## config.mk

```make
export PLATFORM = sky130hd
export DESIGN_NAME = hbs_brake_seq
export DESIGN_NICKNAME = d
export VERILOG_FILES = /design/src/hbs_pkg.sv /design/src/hbs_tick_if.sv /design/src/hbs_tick_gen.sv /design/src/hbs_brake_seq.sv
export SDC_FILE = /design/constraint.sdc
export NUM_CORES = 1
export LEC_CHECK = 0
export ABC_AREA = 1
export BUFFER_PORTS_ARGS = -buffer_cell sky130_fd_sc_hd__buf_4
export CAP_MARGIN = 0
export CELL_PAD_IN_SITES_DETAIL_PLACEMENT = 0
export CELL_PAD_IN_SITES_GLOBAL_PLACEMENT = 2
export CORE_UTILIZATION = 35
export DETAILED_ROUTE_END_ITERATION = 8
export MAX_ROUTING_LAYER = met4
export PLACE_DENSITY = 0.8
export SLEW_MARGIN = 20
export SYNTH_ARGS = -nofsm -noshare
export SYNTH_HDL_FRONTEND = slang
export SYNTH_SLANG_ARGS = --single-unit
export TNS_END_PERCENT = 30
```

## constraint.sdc

```tcl
create_clock -name clock_i -period 8.7 [get_ports clock_i]
set_clock_uncertainty 0.15 [all_clocks]
set_input_delay 0.435 -clock clock_i [delete_from_list [all_inputs] [get_ports clock_i]]
set_output_delay 0.435 -clock clock_i [all_outputs]
set_load 0.02 [all_outputs]
```

## src/hbs_pkg.sv

```systemverilog
// Package of the holding-brake sequencer: register map, reset values, limits and timing constants.
// Assumes a 100 MHz system clock and a plain byte-addressed register port, one 32-bit register every four bytes.
package hbs_pkg;

  // Clock and timebase.
  localparam int unsigned CLK_HZ = 100_000_000;
  localparam int unsigned TICK_US = 1000;
  localparam int unsigned TICK_CYCLES = (CLK_HZ / 1_000_000) * TICK_US;

  // Register port widths.
  localparam int unsigned ADDR_W = 8;
  localparam int unsigned DATA_W = 32;
  localparam int unsigned PARAM_W = 16;

  // Register byte addresses.
  localparam logic [ADDR_W-1:0] ADDR_CMD_DELAY = 8'h00;
  localparam logic [ADDR_W-1:0] ADDR_HOLD_TIME = 8'h04;
  localparam logic [ADDR_W-1:0] ADDR_SPEED_THR = 8'h08;
  localparam logic [ADDR_W-1:0] ADDR_WAIT_TMO = 8'h0c;
  localparam logic [ADDR_W-1:0] ADDR_CONTROL = 8'h10;
  localparam logic [ADDR_W-1:0] ADDR_STATUS = 8'h14;

  // Reset values, in ms or rpm.
  localparam logic [PARAM_W-1:0] RST_CMD_DELAY = 16'h00fa;
  localparam logic [PARAM_W-1:0] RST_HOLD_TIME = 16'h0096;
  localparam logic [PARAM_W-1:0] RST_SPEED_THR = 16'h001e;
  localparam logic [PARAM_W-1:0] RST_WAIT_TMO = 16'h01f4;

  // Legal ranges; writes outside are saturated.
  localparam logic [PARAM_W-1:0] MAX_CMD_DELAY = 16'h01f4;
  localparam logic [PARAM_W-1:0] MIN_HOLD_TIME = 16'h0001;
  localparam logic [PARAM_W-1:0] MAX_HOLD_TIME = 16'h03e8;
  localparam logic [PARAM_W-1:0] MAX_SPEED_THR = 16'h0bb8;
  localparam logic [PARAM_W-1:0] MIN_WAIT_TMO = 16'h0001;
  localparam logic [PARAM_W-1:0] MAX_WAIT_TMO = 16'h03e8;

  // Fixed limits of the stop sequences.
  localparam logic [PARAM_W-1:0] STATIC_LIMIT_RPM = 16'h001e;
  localparam logic [PARAM_W-1:0] MOVE_HOLD_MS = 16'h0032;

  // Control register fields and their reset values.
  localparam int unsigned CTRL_SWITCH_BIT = 0;
  localparam int unsigned CTRL_ASSIGN_BIT = 1;
  localparam logic RST_SWITCH = 1'b1;
  localparam logic RST_ASSIGN = 1'b0;

  // Status register field positions.
  localparam int unsigned STAT_STATE_LSB = 0;
  localparam int unsigned STAT_BRAKE_BIT = 4;
  localparam int unsigned STAT_POWER_BIT = 5;
  localparam int unsigned STAT_STOP_BIT = 6;
  localparam int unsigned STAT_READY_BIT = 7;
  localparam int unsigned STAT_ENABLE_BIT = 8;

  // Sequencer states.
  typedef enum logic [2:0] {
    ST_DISABLED = 3'b000,
    ST_ENABLED = 3'b001,
    ST_STATIC_HOLD = 3'b010,
    ST_MOVE_WAIT = 3'b011,
    ST_MOVE_HOLD = 3'b100
  } hbs_state_t;

endpackage

```

## src/hbs_tick_if.sv

```systemverilog
// Interface between the sequencer and its millisecond tick generator.
// Assumes both ends share the system clock.
`timescale 1ns/1ps
`default_nettype none
interface hbs_tick_if;
  logic restart;
  logic tick;

  // The generator restarts on request and pulses the tick once per period.
  modport gen (input restart, output tick);
  modport user (output restart, input tick);
endinterface
`default_nettype wire

```

## src/hbs_tick_gen.sv

```systemverilog
// Millisecond tick generator for the sequencer timers.
// Assumes the system clock and a synchronous active-low reset.
`timescale 1ns/1ps
`default_nettype none
module hbs_tick_gen #(
  parameter int unsigned TICK_CYCLES = hbs_pkg::TICK_CYCLES
) (
  // Clock and reset.
  input wire logic clock_i,
  input wire logic rst_n_i,
  // Tick port.
  hbs_tick_if.gen tick_if
);
  localparam int unsigned CNT_W = $clog2(TICK_CYCLES + 1);
  localparam logic [CNT_W-1:0] LAST = CNT_W'(TICK_CYCLES - 1);

  logic [CNT_W-1:0] cnt_q;
  logic tick_q;
  logic wrap;

  // A restart realigns the period so a timer started now sees its first tick a full period later.
  assign wrap = (cnt_q == LAST);
  assign tick_if.tick = tick_q;

  // Period counter and tick pulse.
  always_ff @(posedge clock_i) begin
    if (!rst_n_i || tick_if.restart) begin
      cnt_q <= '0;
      tick_q <= 1'b0;
    end else begin
      cnt_q <= wrap ? '0 : cnt_q + CNT_W'(1);
      tick_q <= wrap;
    end
  end
endmodule
`default_nettype wire

```

## src/hbs_brake_seq.sv

```systemverilog
// Holding-brake sequencer top: brake release output and power stage around servo enable.
// Assumes a 100 MHz clock, speed in rpm from same-clock logic, and servo enable from a pin.
`timescale 1ns/1ps
`default_nettype none
module hbs_brake_seq #(
  parameter int unsigned TICK_CYCLES = hbs_pkg::TICK_CYCLES
) (
  // Clock and reset.
  input wire logic clock_i,
  input wire logic rst_n_i,
  // Register port.
  input wire logic [hbs_pkg::ADDR_W-1:0] addr_i,
  input wire logic [hbs_pkg::DATA_W-1:0] wdata_i,
  input wire logic wr_i,
  input wire logic rd_i,
  output logic [hbs_pkg::DATA_W-1:0] rdata_o,
  // Drive state.
  input wire logic servo_enable_i,
  input wire logic [hbs_pkg::PARAM_W-1:0] motor_speed_i,
  // Brake and power stage.
  output logic brake_release_o,
  output logic power_stage_o,
  output logic zero_speed_stop_o,
  output logic cmd_ready_o
);
  localparam int unsigned PW = hbs_pkg::PARAM_W;

  hbs_tick_if tick_if ();

  hbs_tick_gen #(
    .TICK_CYCLES(TICK_CYCLES)
  ) u_tick (
    .clock_i(clock_i),
    .rst_n_i(rst_n_i),
    .tick_if(tick_if)
  );

  // Registers.
  logic [PW-1:0] cmd_delay_q;
  logic [PW-1:0] hold_time_q;
  logic [PW-1:0] speed_thr_q;
  logic [PW-1:0] wait_tmo_q;
  logic switch_q;
  logic assign_q;
  logic [hbs_pkg::DATA_W-1:0] rdata_q;
  // Enable synchroniser and filtered level.
  logic en_s1_q;
  logic en_s2_q;
  logic en_s3_q;
  logic en_level_q;
  // Sequencer.
  hbs_pkg::hbs_state_t state_q;
  hbs_pkg::hbs_state_t state_d;
  logic [PW-1:0] ms_cnt_q;
  logic [PW-1:0] ms_cnt_d;
  logic brake_q;
  logic power_q;
  logic stop_q;
  logic ready_q;

  // Write decode.
  logic wr_cmd;
  logic wr_hold;
  logic wr_thr;
  logic wr_tmo;
  logic wr_ctrl;
  logic [PW-1:0] wval;
  logic [PW-1:0] cmd_wval;
  logic [PW-1:0] hold_wval;
  logic [PW-1:0] thr_wval;
  logic [PW-1:0] tmo_wval;

  assign wval = wdata_i[PW-1:0];
  assign wr_cmd = wr_i && (addr_i == hbs_pkg::ADDR_CMD_DELAY);
  assign wr_hold = wr_i && (addr_i == hbs_pkg::ADDR_HOLD_TIME);
  assign wr_thr = wr_i && (addr_i == hbs_pkg::ADDR_SPEED_THR);
  assign wr_tmo = wr_i && (addr_i == hbs_pkg::ADDR_WAIT_TMO);
  assign wr_ctrl = wr_i && (addr_i == hbs_pkg::ADDR_CONTROL);

  // Out-of-range writes saturate, so the timers never see an illegal value.
  assign cmd_wval = (wval > hbs_pkg::MAX_CMD_DELAY) ? hbs_pkg::MAX_CMD_DELAY : wval;
  assign hold_wval = (wval > hbs_pkg::MAX_HOLD_TIME) ? hbs_pkg::MAX_HOLD_TIME :
                     (wval < hbs_pkg::MIN_HOLD_TIME) ? hbs_pkg::MIN_HOLD_TIME : wval;
  assign thr_wval = (wval > hbs_pkg::MAX_SPEED_THR) ? hbs_pkg::MAX_SPEED_THR : wval;
  assign tmo_wval = (wval > hbs_pkg::MAX_WAIT_TMO) ? hbs_pkg::MAX_WAIT_TMO :
                    (wval < hbs_pkg::MIN_WAIT_TMO) ? hbs_pkg::MIN_WAIT_TMO : wval;

  // Timing registers take writes in any state; the sequencer reads them live.
  always_ff @(posedge clock_i) begin
    if (!rst_n_i) begin
      cmd_delay_q <= hbs_pkg::RST_CMD_DELAY;
      hold_time_q <= hbs_pkg::RST_HOLD_TIME;
      speed_thr_q <= hbs_pkg::RST_SPEED_THR;
      wait_tmo_q <= hbs_pkg::RST_WAIT_TMO;
    end else begin
      if (wr_cmd) cmd_delay_q <= cmd_wval;
      if (wr_hold) hold_time_q <= hold_wval;
      if (wr_thr) speed_thr_q <= thr_wval;
      if (wr_tmo) wait_tmo_q <= tmo_wval;
    end
  end

  // Function switch and output assignment.
  always_ff @(posedge clock_i) begin
    if (!rst_n_i) begin
      switch_q <= hbs_pkg::RST_SWITCH;
      assign_q <= hbs_pkg::RST_ASSIGN;
    end else if (wr_ctrl) begin
      switch_q <= wdata_i[hbs_pkg::CTRL_SWITCH_BIT];
      assign_q <= wdata_i[hbs_pkg::CTRL_ASSIGN_BIT];
    end
  end

  // Read mux; unmapped addresses read zero.
  logic [hbs_pkg::DATA_W-1:0] status_word;
  logic [hbs_pkg::DATA_W-1:0] rd_mux;

  assign status_word = (hbs_pkg::DATA_W'(state_q) << hbs_pkg::STAT_STATE_LSB)
                     | (hbs_pkg::DATA_W'(brake_q) << hbs_pkg::STAT_BRAKE_BIT)
                     | (hbs_pkg::DATA_W'(power_q) << hbs_pkg::STAT_POWER_BIT)
                     | (hbs_pkg::DATA_W'(stop_q) << hbs_pkg::STAT_STOP_BIT)
                     | (hbs_pkg::DATA_W'(ready_q) << hbs_pkg::STAT_READY_BIT)
                     | (hbs_pkg::DATA_W'(en_level_q) << hbs_pkg::STAT_ENABLE_BIT);
  assign rd_mux = (addr_i == hbs_pkg::ADDR_CMD_DELAY) ? hbs_pkg::DATA_W'(cmd_delay_q) :
                  (addr_i == hbs_pkg::ADDR_HOLD_TIME) ? hbs_pkg::DATA_W'(hold_time_q) :
                  (addr_i == hbs_pkg::ADDR_SPEED_THR) ? hbs_pkg::DATA_W'(speed_thr_q) :
                  (addr_i == hbs_pkg::ADDR_WAIT_TMO) ? hbs_pkg::DATA_W'(wait_tmo_q) :
                  (addr_i == hbs_pkg::ADDR_CONTROL) ? ((hbs_pkg::DATA_W'(switch_q) << hbs_pkg::CTRL_SWITCH_BIT)
                                                     | (hbs_pkg::DATA_W'(assign_q) << hbs_pkg::CTRL_ASSIGN_BIT)) :
                  (addr_i == hbs_pkg::ADDR_STATUS) ? status_word : '0;

  // Read data stands for exactly the cycle after the strobe.
  always_ff @(posedge clock_i) begin
    if (!rst_n_i) rdata_q <= '0;
    else rdata_q <= rd_i ? rd_mux : '0;
  end

  // Enable pin: three flops, and a change counts once the last two agree.
  always_ff @(posedge clock_i) begin
    if (!rst_n_i) begin
      en_s1_q <= 1'b0;
      en_s2_q <= 1'b0;
      en_s3_q <= 1'b0;
      en_level_q <= 1'b0;
    end else begin
      en_s1_q <= servo_enable_i;
      en_s2_q <= en_s1_q;
      en_s3_q <= en_s2_q;
      if (en_s2_q == en_s3_q) en_level_q <= en_s3_q;
    end
  end

  // Edge and condition decode for the sequencer.
  logic en_next;
  logic en_rise;
  logic en_fall;
  logic func_active;
  logic below_static;
  logic at_threshold;
  logic tmo_done;
  logic hold_done;
  logic move_hold_done;

  assign en_next = (en_s2_q == en_s3_q) ? en_s3_q : en_level_q;
  assign en_rise = en_next && !en_level_q;
  assign en_fall = !en_next && en_level_q;
  assign func_active = switch_q && assign_q;
  assign below_static = motor_speed_i < hbs_pkg::STATIC_LIMIT_RPM;
  assign at_threshold = motor_speed_i <= speed_thr_q;
  assign tmo_done = ms_cnt_q >= wait_tmo_q;
  assign hold_done = ms_cnt_q >= hold_time_q;
  assign move_hold_done = ms_cnt_q >= hbs_pkg::MOVE_HOLD_MS;

  // Next state. A rising enable wins over every stop step so a restart is never missed.
  always_comb begin
    state_d = state_q;
    if (!func_active) begin
      state_d = hbs_pkg::ST_DISABLED;
    end else if (en_rise) begin
      state_d = hbs_pkg::ST_ENABLED;
    end else begin
      case (state_q)
        hbs_pkg::ST_ENABLED: begin
          if (en_fall) begin
            state_d = below_static ? hbs_pkg::ST_STATIC_HOLD : hbs_pkg::ST_MOVE_WAIT;
          end
        end
        hbs_pkg::ST_STATIC_HOLD: begin
          if (hold_done) state_d = hbs_pkg::ST_DISABLED;
        end
        hbs_pkg::ST_MOVE_WAIT: begin
          if (at_threshold || tmo_done) state_d = hbs_pkg::ST_MOVE_HOLD;
        end
        hbs_pkg::ST_MOVE_HOLD: begin
          if (move_hold_done) state_d = hbs_pkg::ST_DISABLED;
        end
        default: begin
          state_d = hbs_pkg::ST_DISABLED;
        end
      endcase
    end
  end

  // The millisecond count restarts with every state change, together with the tick phase.
  logic state_change;

  assign state_change = (state_d != state_q);
  assign tick_if.restart = state_change;
  assign ms_cnt_d = state_change ? '0 :
                    (tick_if.tick && ms_cnt_q != '1) ? ms_cnt_q + PW'(1) : ms_cnt_q;

  // Output decode from the next state, and power from en_next while the function is inactive, so each output is one flop behind its cause.
  logic brake_d;
  logic power_d;
  logic stop_d;
  logic ready_d;

  // Release stays up through the moving wait so a spinning shaft is not clamped before the speed threshold or the wait timeout; ready is enabled-only.
  assign brake_d = (state_d == hbs_pkg::ST_ENABLED) || (state_d == hbs_pkg::ST_MOVE_WAIT);
  assign power_d = func_active ? (state_d != hbs_pkg::ST_DISABLED) : en_next;
  assign stop_d = (state_d == hbs_pkg::ST_MOVE_WAIT) || (state_d == hbs_pkg::ST_MOVE_HOLD);
  assign ready_d = (state_d == hbs_pkg::ST_ENABLED) && (ms_cnt_d >= cmd_delay_q);

  // Sequencer state and output registers.
  always_ff @(posedge clock_i) begin
    if (!rst_n_i) begin
      state_q <= hbs_pkg::ST_DISABLED;
      ms_cnt_q <= '0;
      brake_q <= 1'b0;
      power_q <= 1'b0;
      stop_q <= 1'b0;
      ready_q <= 1'b0;
    end else begin
      state_q <= state_d;
      ms_cnt_q <= ms_cnt_d;
      brake_q <= brake_d;
      power_q <= power_d;
      stop_q <= stop_d;
      ready_q <= ready_d;
    end
  end

  // Outputs come straight from flops.
  assign rdata_o = rdata_q;
  assign brake_release_o = brake_q;
  assign power_stage_o = power_q;
  assign zero_speed_stop_o = stop_q;
  assign cmd_ready_o = ready_q;
endmodule
`default_nettype wire

```

**Word level (Yosys, flattened, before mapping)**

Index checks and enable logic that the tools add are counted.

- Output and inout bits: 36
- Register bits after elaboration: 143

- Reduce and logical (&&, ||, !) cells: 22
- Bitwise gates (word level): 8
- Magnitude comparators: 10
- Add/sub/neg operators: 2
- Muxes and demuxes: 22
- Equality and inequality tests: 16

Operator list:

| kind | count |
|---|---|
| two-way mux 16 bit | 10 |
| >= comparator 16 bit | 3 |
| two-way mux 3 bit | 6 |
| two-way mux 9 bit | 2 |
| adder 17 x 1 -> 17 bit, second input constant | 1 |
| == test 17 bit, second input constant | 1 |
| adder 16 x 1 -> 16 bit, second input constant | 1 |
| == test 8 x 4 -> 1 bit, second input constant | 2 |
| == test 8 x 5 -> 1 bit, second input constant | 2 |
| >= comparator 16 x 6 -> 1 bit, second input constant | 1 |
| > comparator 16 x 10 -> 1 bit, second input constant | 1 |
| > comparator 16 x 12 -> 1 bit, second input constant | 1 |
| > comparator 16 x 9 -> 1 bit, second input constant | 1 |
| <= comparator 16 bit | 1 |
| < comparator 16 x 1 -> 1 bit, second input constant | 1 |
| < comparator 16 x 5 -> 1 bit, second input constant | 1 |
| inequality test 16 bit, second input constant | 1 |
| one-hot mux 3 bit (4 select lines) | 1 |
| logical AND 1 bit | 10 |
| == test 3 x 2 -> 1 bit, second input constant | 3 |
| bitwise OR 8 x 9 -> 9 bit | 1 |
| == test 8 x 3 -> 1 bit, second input constant | 1 |
| zero test 8 bit | 1 |
| bitwise OR 7 x 8 -> 8 bit | 1 |
| 16 further kinds | 26 |

**Longest topological paths before layout**

- Depth after elaboration: 12
- Depth in mapped cells: 30

**Cells and area by module**

A second synthesis with hierarchy kept.

- Cell total of the unflattened synthesis: 1075
- Area, all modules: 7634.8 µm²

By module, submodules not included:

| module | times used | area each (µm²) | cells each |
|---|---|---|---|
| hbs_brake_seq | 1 | 6673.9 | 932 |
| hbs_tick_gen | 1 | 960.9 | 143 |

**Least setup slack after synthesis**

Ideal clock, no wire load.

- Kind: input to register
- Start point: input motor_speed_i[7] in the netlist's numbering
- End point: register ready_q, in the netlist cmd_ready_o
- Stages on the path: 26
- Slack: 5.464 ns
- Data arrival time: 2.969 ns
- Path buffers: 1
- Cell sequence: ha_1 -> nand2_1 -> inv_1 -> nand2_1 -> nor2_1 -> nand2_1 -> nand3_1 -> a21oi_2 -> nand3_1 -> nand2_1 -> nand2_2 -> nand2_2 -> nand2_2 -> nor2_8 -> nand2_2 -> buf_2 -> nor2_1 -> ha_1 -> a21oi_1 -> o21ai_0 -> nand2_1 -> o211ai_1 -> nand2_1 -> o2111ai_1 -> a31oi_1 -> nor2_1

- Cells in the longest elaborated chain, start to end: 10
- Elaborated cells on any way between the ends: 14
- Classes of those cells: order compare: 3; eq/ne: 2; mux: 7; reduce/logical: 2

Ends and longest elaborated chain:

| item | RTL line | RTL |
|---|---|---|
| from (decl) | hbs_brake_seq.sv:19 | `input wire logic [hbs_pkg::PARAM_W-1:0] motor_speed_i,` |
| < comparator 16 x 5 -> 1 bit or <= comparator 16 bit (tied branches) | hbs_brake_seq.sv:168, hbs_brake_seq.sv:169 |  |
| two-way mux 1 bit or logical OR 1 bit (tied branches) | hbs_brake_seq.sv:185, hbs_brake_seq.sv:192 |  |
| two-way mux 3 bit, on equally long branches | hbs_brake_seq.sv:184, hbs_brake_seq.sv:192 |  |
| one-hot mux 3 bit (4 select lines) * | hbs_brake_seq.sv:182 | `case (state_q)` |
| two-way mux 3 bit * | hbs_brake_seq.sv:179 | `end else if (en_rise) begin` |
| two-way mux 3 bit * | hbs_brake_seq.sv:177 | `if (!func_active) begin` |
| inequality test 3 bit * | hbs_brake_seq.sv:207 | `assign state_change = (state_d != state_q);` |
| two-way mux 16 bit * | hbs_brake_seq.sv:209 | `assign ms_cnt_d = state_change ? '0 :` |
| via ms_cnt_d[3] | hbs_brake_seq.sv:55 | `logic [PW-1:0] ms_cnt_d;` |
| >= comparator 16 bit * | hbs_brake_seq.sv:222 | `assign ready_d = (state_d == hbs_pkg::ST_ENABLED) && (ms_cnt_d >= cmd_delay_q);` |
| logical AND 1 bit * | hbs_brake_seq.sv:222 |  |
| to (signal assigned) | hbs_brake_seq.sv:239 | `ready_q <= ready_d;` |
| to (decl) | hbs_brake_seq.sv:59 | `logic ready_q;` |

Mark *: on every way through the listed nets, which the timed path passes. The rest lies on a longest branch.
A chain may end at the register's enable or synchronous reset.

**Worst setup path in the final report**

- Start point: register ms_cnt_q[15]
- End point: register ready_q, in the netlist cmd_ready_o

- Cells in the longest elaborated chain, start to end: 10
- Elaborated cells on any way between the ends: 19
- Classes of those cells: add/sub: 1; order compare: 4; eq/ne: 3; mux: 8; reduce/logical: 3

Ends and longest elaborated chain:

| item | RTL line | RTL |
|---|---|---|
| from (decl) | hbs_brake_seq.sv:54 | `logic [PW-1:0] ms_cnt_q;` |
| from (signal assigned) | hbs_brake_seq.sv:235 | `ms_cnt_q <= ms_cnt_d;` |
| >= comparator 16 bit | hbs_brake_seq.sv:170 | `assign tmo_done = ms_cnt_q >= wait_tmo_q;` |
| logical OR 1 bit | hbs_brake_seq.sv:192 | `if (at_threshold \|\| tmo_done) state_d = hbs_pkg::ST_MOVE_HOLD;` |
| two-way mux 3 bit | hbs_brake_seq.sv:192 |  |
| one-hot mux 3 bit (4 select lines) | hbs_brake_seq.sv:182 |  |
| two-way mux 3 bit | hbs_brake_seq.sv:179 |  |
| two-way mux 3 bit | hbs_brake_seq.sv:177 |  |
| inequality test 3 bit | hbs_brake_seq.sv:207 |  |
| two-way mux 16 bit * | hbs_brake_seq.sv:209 |  |
| via ms_cnt_d[1] | hbs_brake_seq.sv:55 |  |
| >= comparator 16 bit * | hbs_brake_seq.sv:222 |  |
| logical AND 1 bit * | hbs_brake_seq.sv:222 |  |

Marks and branches as above.

==> run summary <==
* 4.59 ns — setup slack, reg-to-reg
* sky130_fd_sc_hd__dfxtp_1 — dominant cell type by area after synthesis
* sky130_fd_sc_hd__nand2_1 — most frequently used cell type in the post-synthesis netlist
* 7230 um2 — Post-Synthesis Cell Area
* in2reg — path type of the worst min-delay path
* 7910 um2 — placed standard-cell area
* 0 — number of cells upsized or downsized after cts
* 21.1% — Global Route Usage Sum
* 1.06 mW — Internal Pwr Total
* 39.4% — max_slew headroom
* 47.2% — post-route clock period utilization
* 0 — max-cap viol count
* 10600 um — DRT met1 WL
* 35.2% — sequential-to-total area share from yosys stat
* 9230 um — met2 WL post-DR
* 0 — final count of negative-setup-slack endpoints
* 64 — number of input and output port buffers inserted
* 33200 um — wire length of the first global-routing pass
* 0.06 ns — clock slew at the register clock pins of the worst setup and hold paths
* sky130_fd_sc_hd__dfxtp_1 — slowest cell on the critical path
* sky130_fd_sc_hd__dfxtp_1 — Top FF cell, synth
* 15 — worst-path fanout max
* 0 — number of buffers inserted by post-CTS setup repair
* 0 — Remaining DRCs
* 1179 — count of nets after finishing
* 12.2% — ratio of cells with drive above 1 in the final layout
* 146 um — die boundary width
* 161 nW/um2 — power density relative to cell area
* complete, no violations — run status
* 4.11 ns — post-route minimum period
* 1.37 mW — Total Power
* flop — endpoint class of the critical path
* 4.75 — DR vias/cell
* 4 — number of iterations in the first detailed-routing pass
* 0.312 mW — net switching power figure
* 4.7% — combinational cell fraction of total power
* 0.47 ns — highest cell delay on the worst timing path
* 20900 um — Post-Route WL
* sky130_fd_sc_hd__dfxtp_1, sky130_fd_sc_hd__ha_1, sky130_fd_sc_hd__nand2_1 — cell types occupying the most area after synthesis
* 0 ns — setup TNS after final layout
* 35.2% — fraction of synthesized cell area taken by the top area cell type
* 0 — post-route antenna net violation count
* sky130_fd_sc_hd__nand2_1, sky130_fd_sc_hd__inv_1, sky130_fd_sc_hd__dfxtp_1 — top cell types by occurrence after synthesis
* 21200 um2 — area of the die
* 8.84 ns — worst endpoint required time
* 0 — grt total ovfl
* 7.33 um2 — syn_area_per_cell
* 0.909 ns — measured slew at the worst slew-check pin
* 22.8% — Switching Fraction
* 2 — maximum clock insertion buffer count
* 127 — clock tree sinks
* 2540 um2 — register cell area after layout
* 0.42 ns — latest clock arrival within the worst-skew pair
* 52 — total number of placement rows
* sky130_fd_sc_hd__nand2_2 — CP dominant cell by count
* 42.8% — register share of total power
* 336 — drt first-iter violations
* 119 uV — worst IR drop on VDD
* built — clock tree from TritonCTS
* 3.94 nW — standby leakage power
* simple AND/OR/NAND/NOR gates — crit-path leading delay family
* 0 — YS warnings
* 35.7% — initial core utilization
* 3900 um2 — total area of multi-input combinational cells
* 0 — number of pins exceeding their max-slew limit in the final report
* 986 — cell count after synthesis
* 16600 um — half-perimeter wire length of the detailed placement result
* sky130_fd_sc_hd__clkbuf_16 — clock root buffer master
* 2162 — Fill cells
* 17 — TritonCTS Buffers
* 0.823 — GP Congestion
* 0% — Async S/R FF share, synth
* 146 um — floorplan die height
* false — RSZ-0062 raised after global routing
* 244 MHz — Max Clock Freq
* 823 um — routed length on met3
* 52.5% — power share of the clock group
* 4.25 ns — arrival time of the worst setup path
* 4 — number of H-tree levels
* 6332 — via count of the routed design
* 127 — post-synthesis register bit count
* 0 — Final Hold Viols
* met4 — highest metal layer used by the detailed router
* 17.6% — area overhead of the layout relative to synthesis
* 0 — antenna violations before repair
* 97 — I/O pin cnt
* 0 — number of buffers and inverters on the critical path
* 0 — count of inserted antenna diode cells
* 48 — Cell variety after synth
* 0 — post-cts hold buffer count
* 20200 um2 — Core Box Area
* flop — Setup crit start kind
* 46 — largest net degree at the start of global routing
* 15.6 um — average routed wire per standard cell
* 8510 um2 — final instance area
* reg2reg — critical path start-end classification
* ha_1 -> a21o_1 -> nor2_1 -> nand3_1 -> a21oi_2 -> nand3_1 -> nand2_1 -> nand2_2 -> nand2_2 -> nand2_2 -> nor2_8 -> nand2_2 -> nor2_1 -> ha_1 -> a21oi_1 -> o21ai_0 -> nand2_1 -> o211ai_1 -> nand2_1 -> o2111ai_1 -> a31oi_1 -> nor2_1 — ordered list of cells on the worst path
* 6135 — via count of the first global-routing pass
* 0 — number of enable flip-flop cells after synthesis
==> logic make-up after synthesis <==
group                    share of synthesized area, %
AO/OA/AOI/OAI                                    13.0
AND/OR/NAND/NOR                                  24.8
buffers and inverters                            11.7
other                                          0.0519
XOR/XNOR                                         3.51
multiplexers                                    0.138
adder cells (fa/ha/maj)                          11.6
flip-flops                                       35.2
==> final timing paths <==
kind                   from     endpoint  cells past startpoint
min          servo_enable_i      en_s1_q                      3
max            ms_cnt_q[15]  cmd_ready_o                     22
min reg2reg         en_s1_q      en_s2_q                      2
max reg2reg    ms_cnt_q[15]  cmd_ready_o                     22
==> layout by cell type, fill, tap and decap left out, drive strengths merged, types with 2 or more instances in the layout <==
| cell | synthesis | layout |
|---|---|---|
| nand2 | 177 | 177 |
| inv | 169 | 169 |
| dfxtp | 127 | 127 |
| nor2 | 116 | 116 |
| ha | 67 | 67 |
| buf | 22 | 66 |
| a21oi | 64 | 64 |
| nor3 | 42 | 42 |
| nand3 | 39 | 39 |
| o21ai | 32 | 32 |
| clkbuf | 13 | 22 |
| xor2 | 19 | 19 |
| conb | 1 | 16 |
| nand4 | 16 | 16 |
| o211ai | 12 | 12 |
| xnor2 | 10 | 10 |
| a221oi | 10 | 10 |
| o22ai | 8 | 8 |
| o221ai | 7 | 7 |
| nor4 | 6 | 6 |
| o2111ai | 5 | 5 |
| clkinv | 1 | 5 |
| a211oi | 4 | 4 |
| a31oi | 4 | 4 |
| clkinvlp | 0 | 4 |
| a21o | 2 | 2 |
| nand3b | 2 | 2 |
| bufinv | 0 | 2 |
| o21a | 2 | 2 |
| nor3b | 2 | 2 |
==> power by group through the flow <==
stage	combinational (mW)	sequential, mW	clock, mW
6_report	0.0644	0.585	0.719
5_1_grt	0.0716	0.585	0.762
4_1_cts	0.0646	0.585	0.736
3_5_place_dp	0.0642	0.598	0
3_3_place_gp	0.0645	0.598	0
2_1_floorplan	0.0401	0.598	0
==> flip-flops by register name (all words and copies together), names as in the netlist, 3 cells and up <==
register	cells
hold_time_q	16
state_q	3
rdata_o	16
ms_cnt_q	16
speed_thr_q	16
wait_tmo_q	16
cmd_delay_q	16
u_tick.cnt_q	17
==> final cells by class <==
class	count	share of cell area [%]
inverters	170	7.50
well taps	270	3.97
repair buffers	66	5.82
multi-input cells	669	45.8
clock inverters	10	1.29
flip-flops and latches	127	29.9
clock buffers	22	5.69
==> routing by layer <==
layer	global-route usage [%]	vias to the layer above
li1	-	3338
met1	28.5	2871
met2	32.1	109
met3	4.33	14
met4	4.95	0
met5	-	-
==> tightest hold or removal path: cells and delay by family <==
| kind | cells | cell delay [ns] |
|---|---|---|
| buf+inv | 2 | 0.11 |
| simple gates | 1 | 0.04 |
==> metrics by stage <==
stage / instances / util [%] / hold WS (ns) / setup WS [ns]
after floorplan: 1001 / - / 0.240 / 5.46
after global placement: 1302 / 39.1 / 0.245 / 4.38
after detailed placement: 1302 / 39.1 / 0.258 / 4.40
after CTS: 1334 / 42.0 / 0.0269 / 4.49
after global routing: 1334 / 42.0 / 0.0537 / 4.19
final: 1334 / 42.0 / 0.0416 / 4.59
Note: power is estimated with default switching activity, not from simulation.
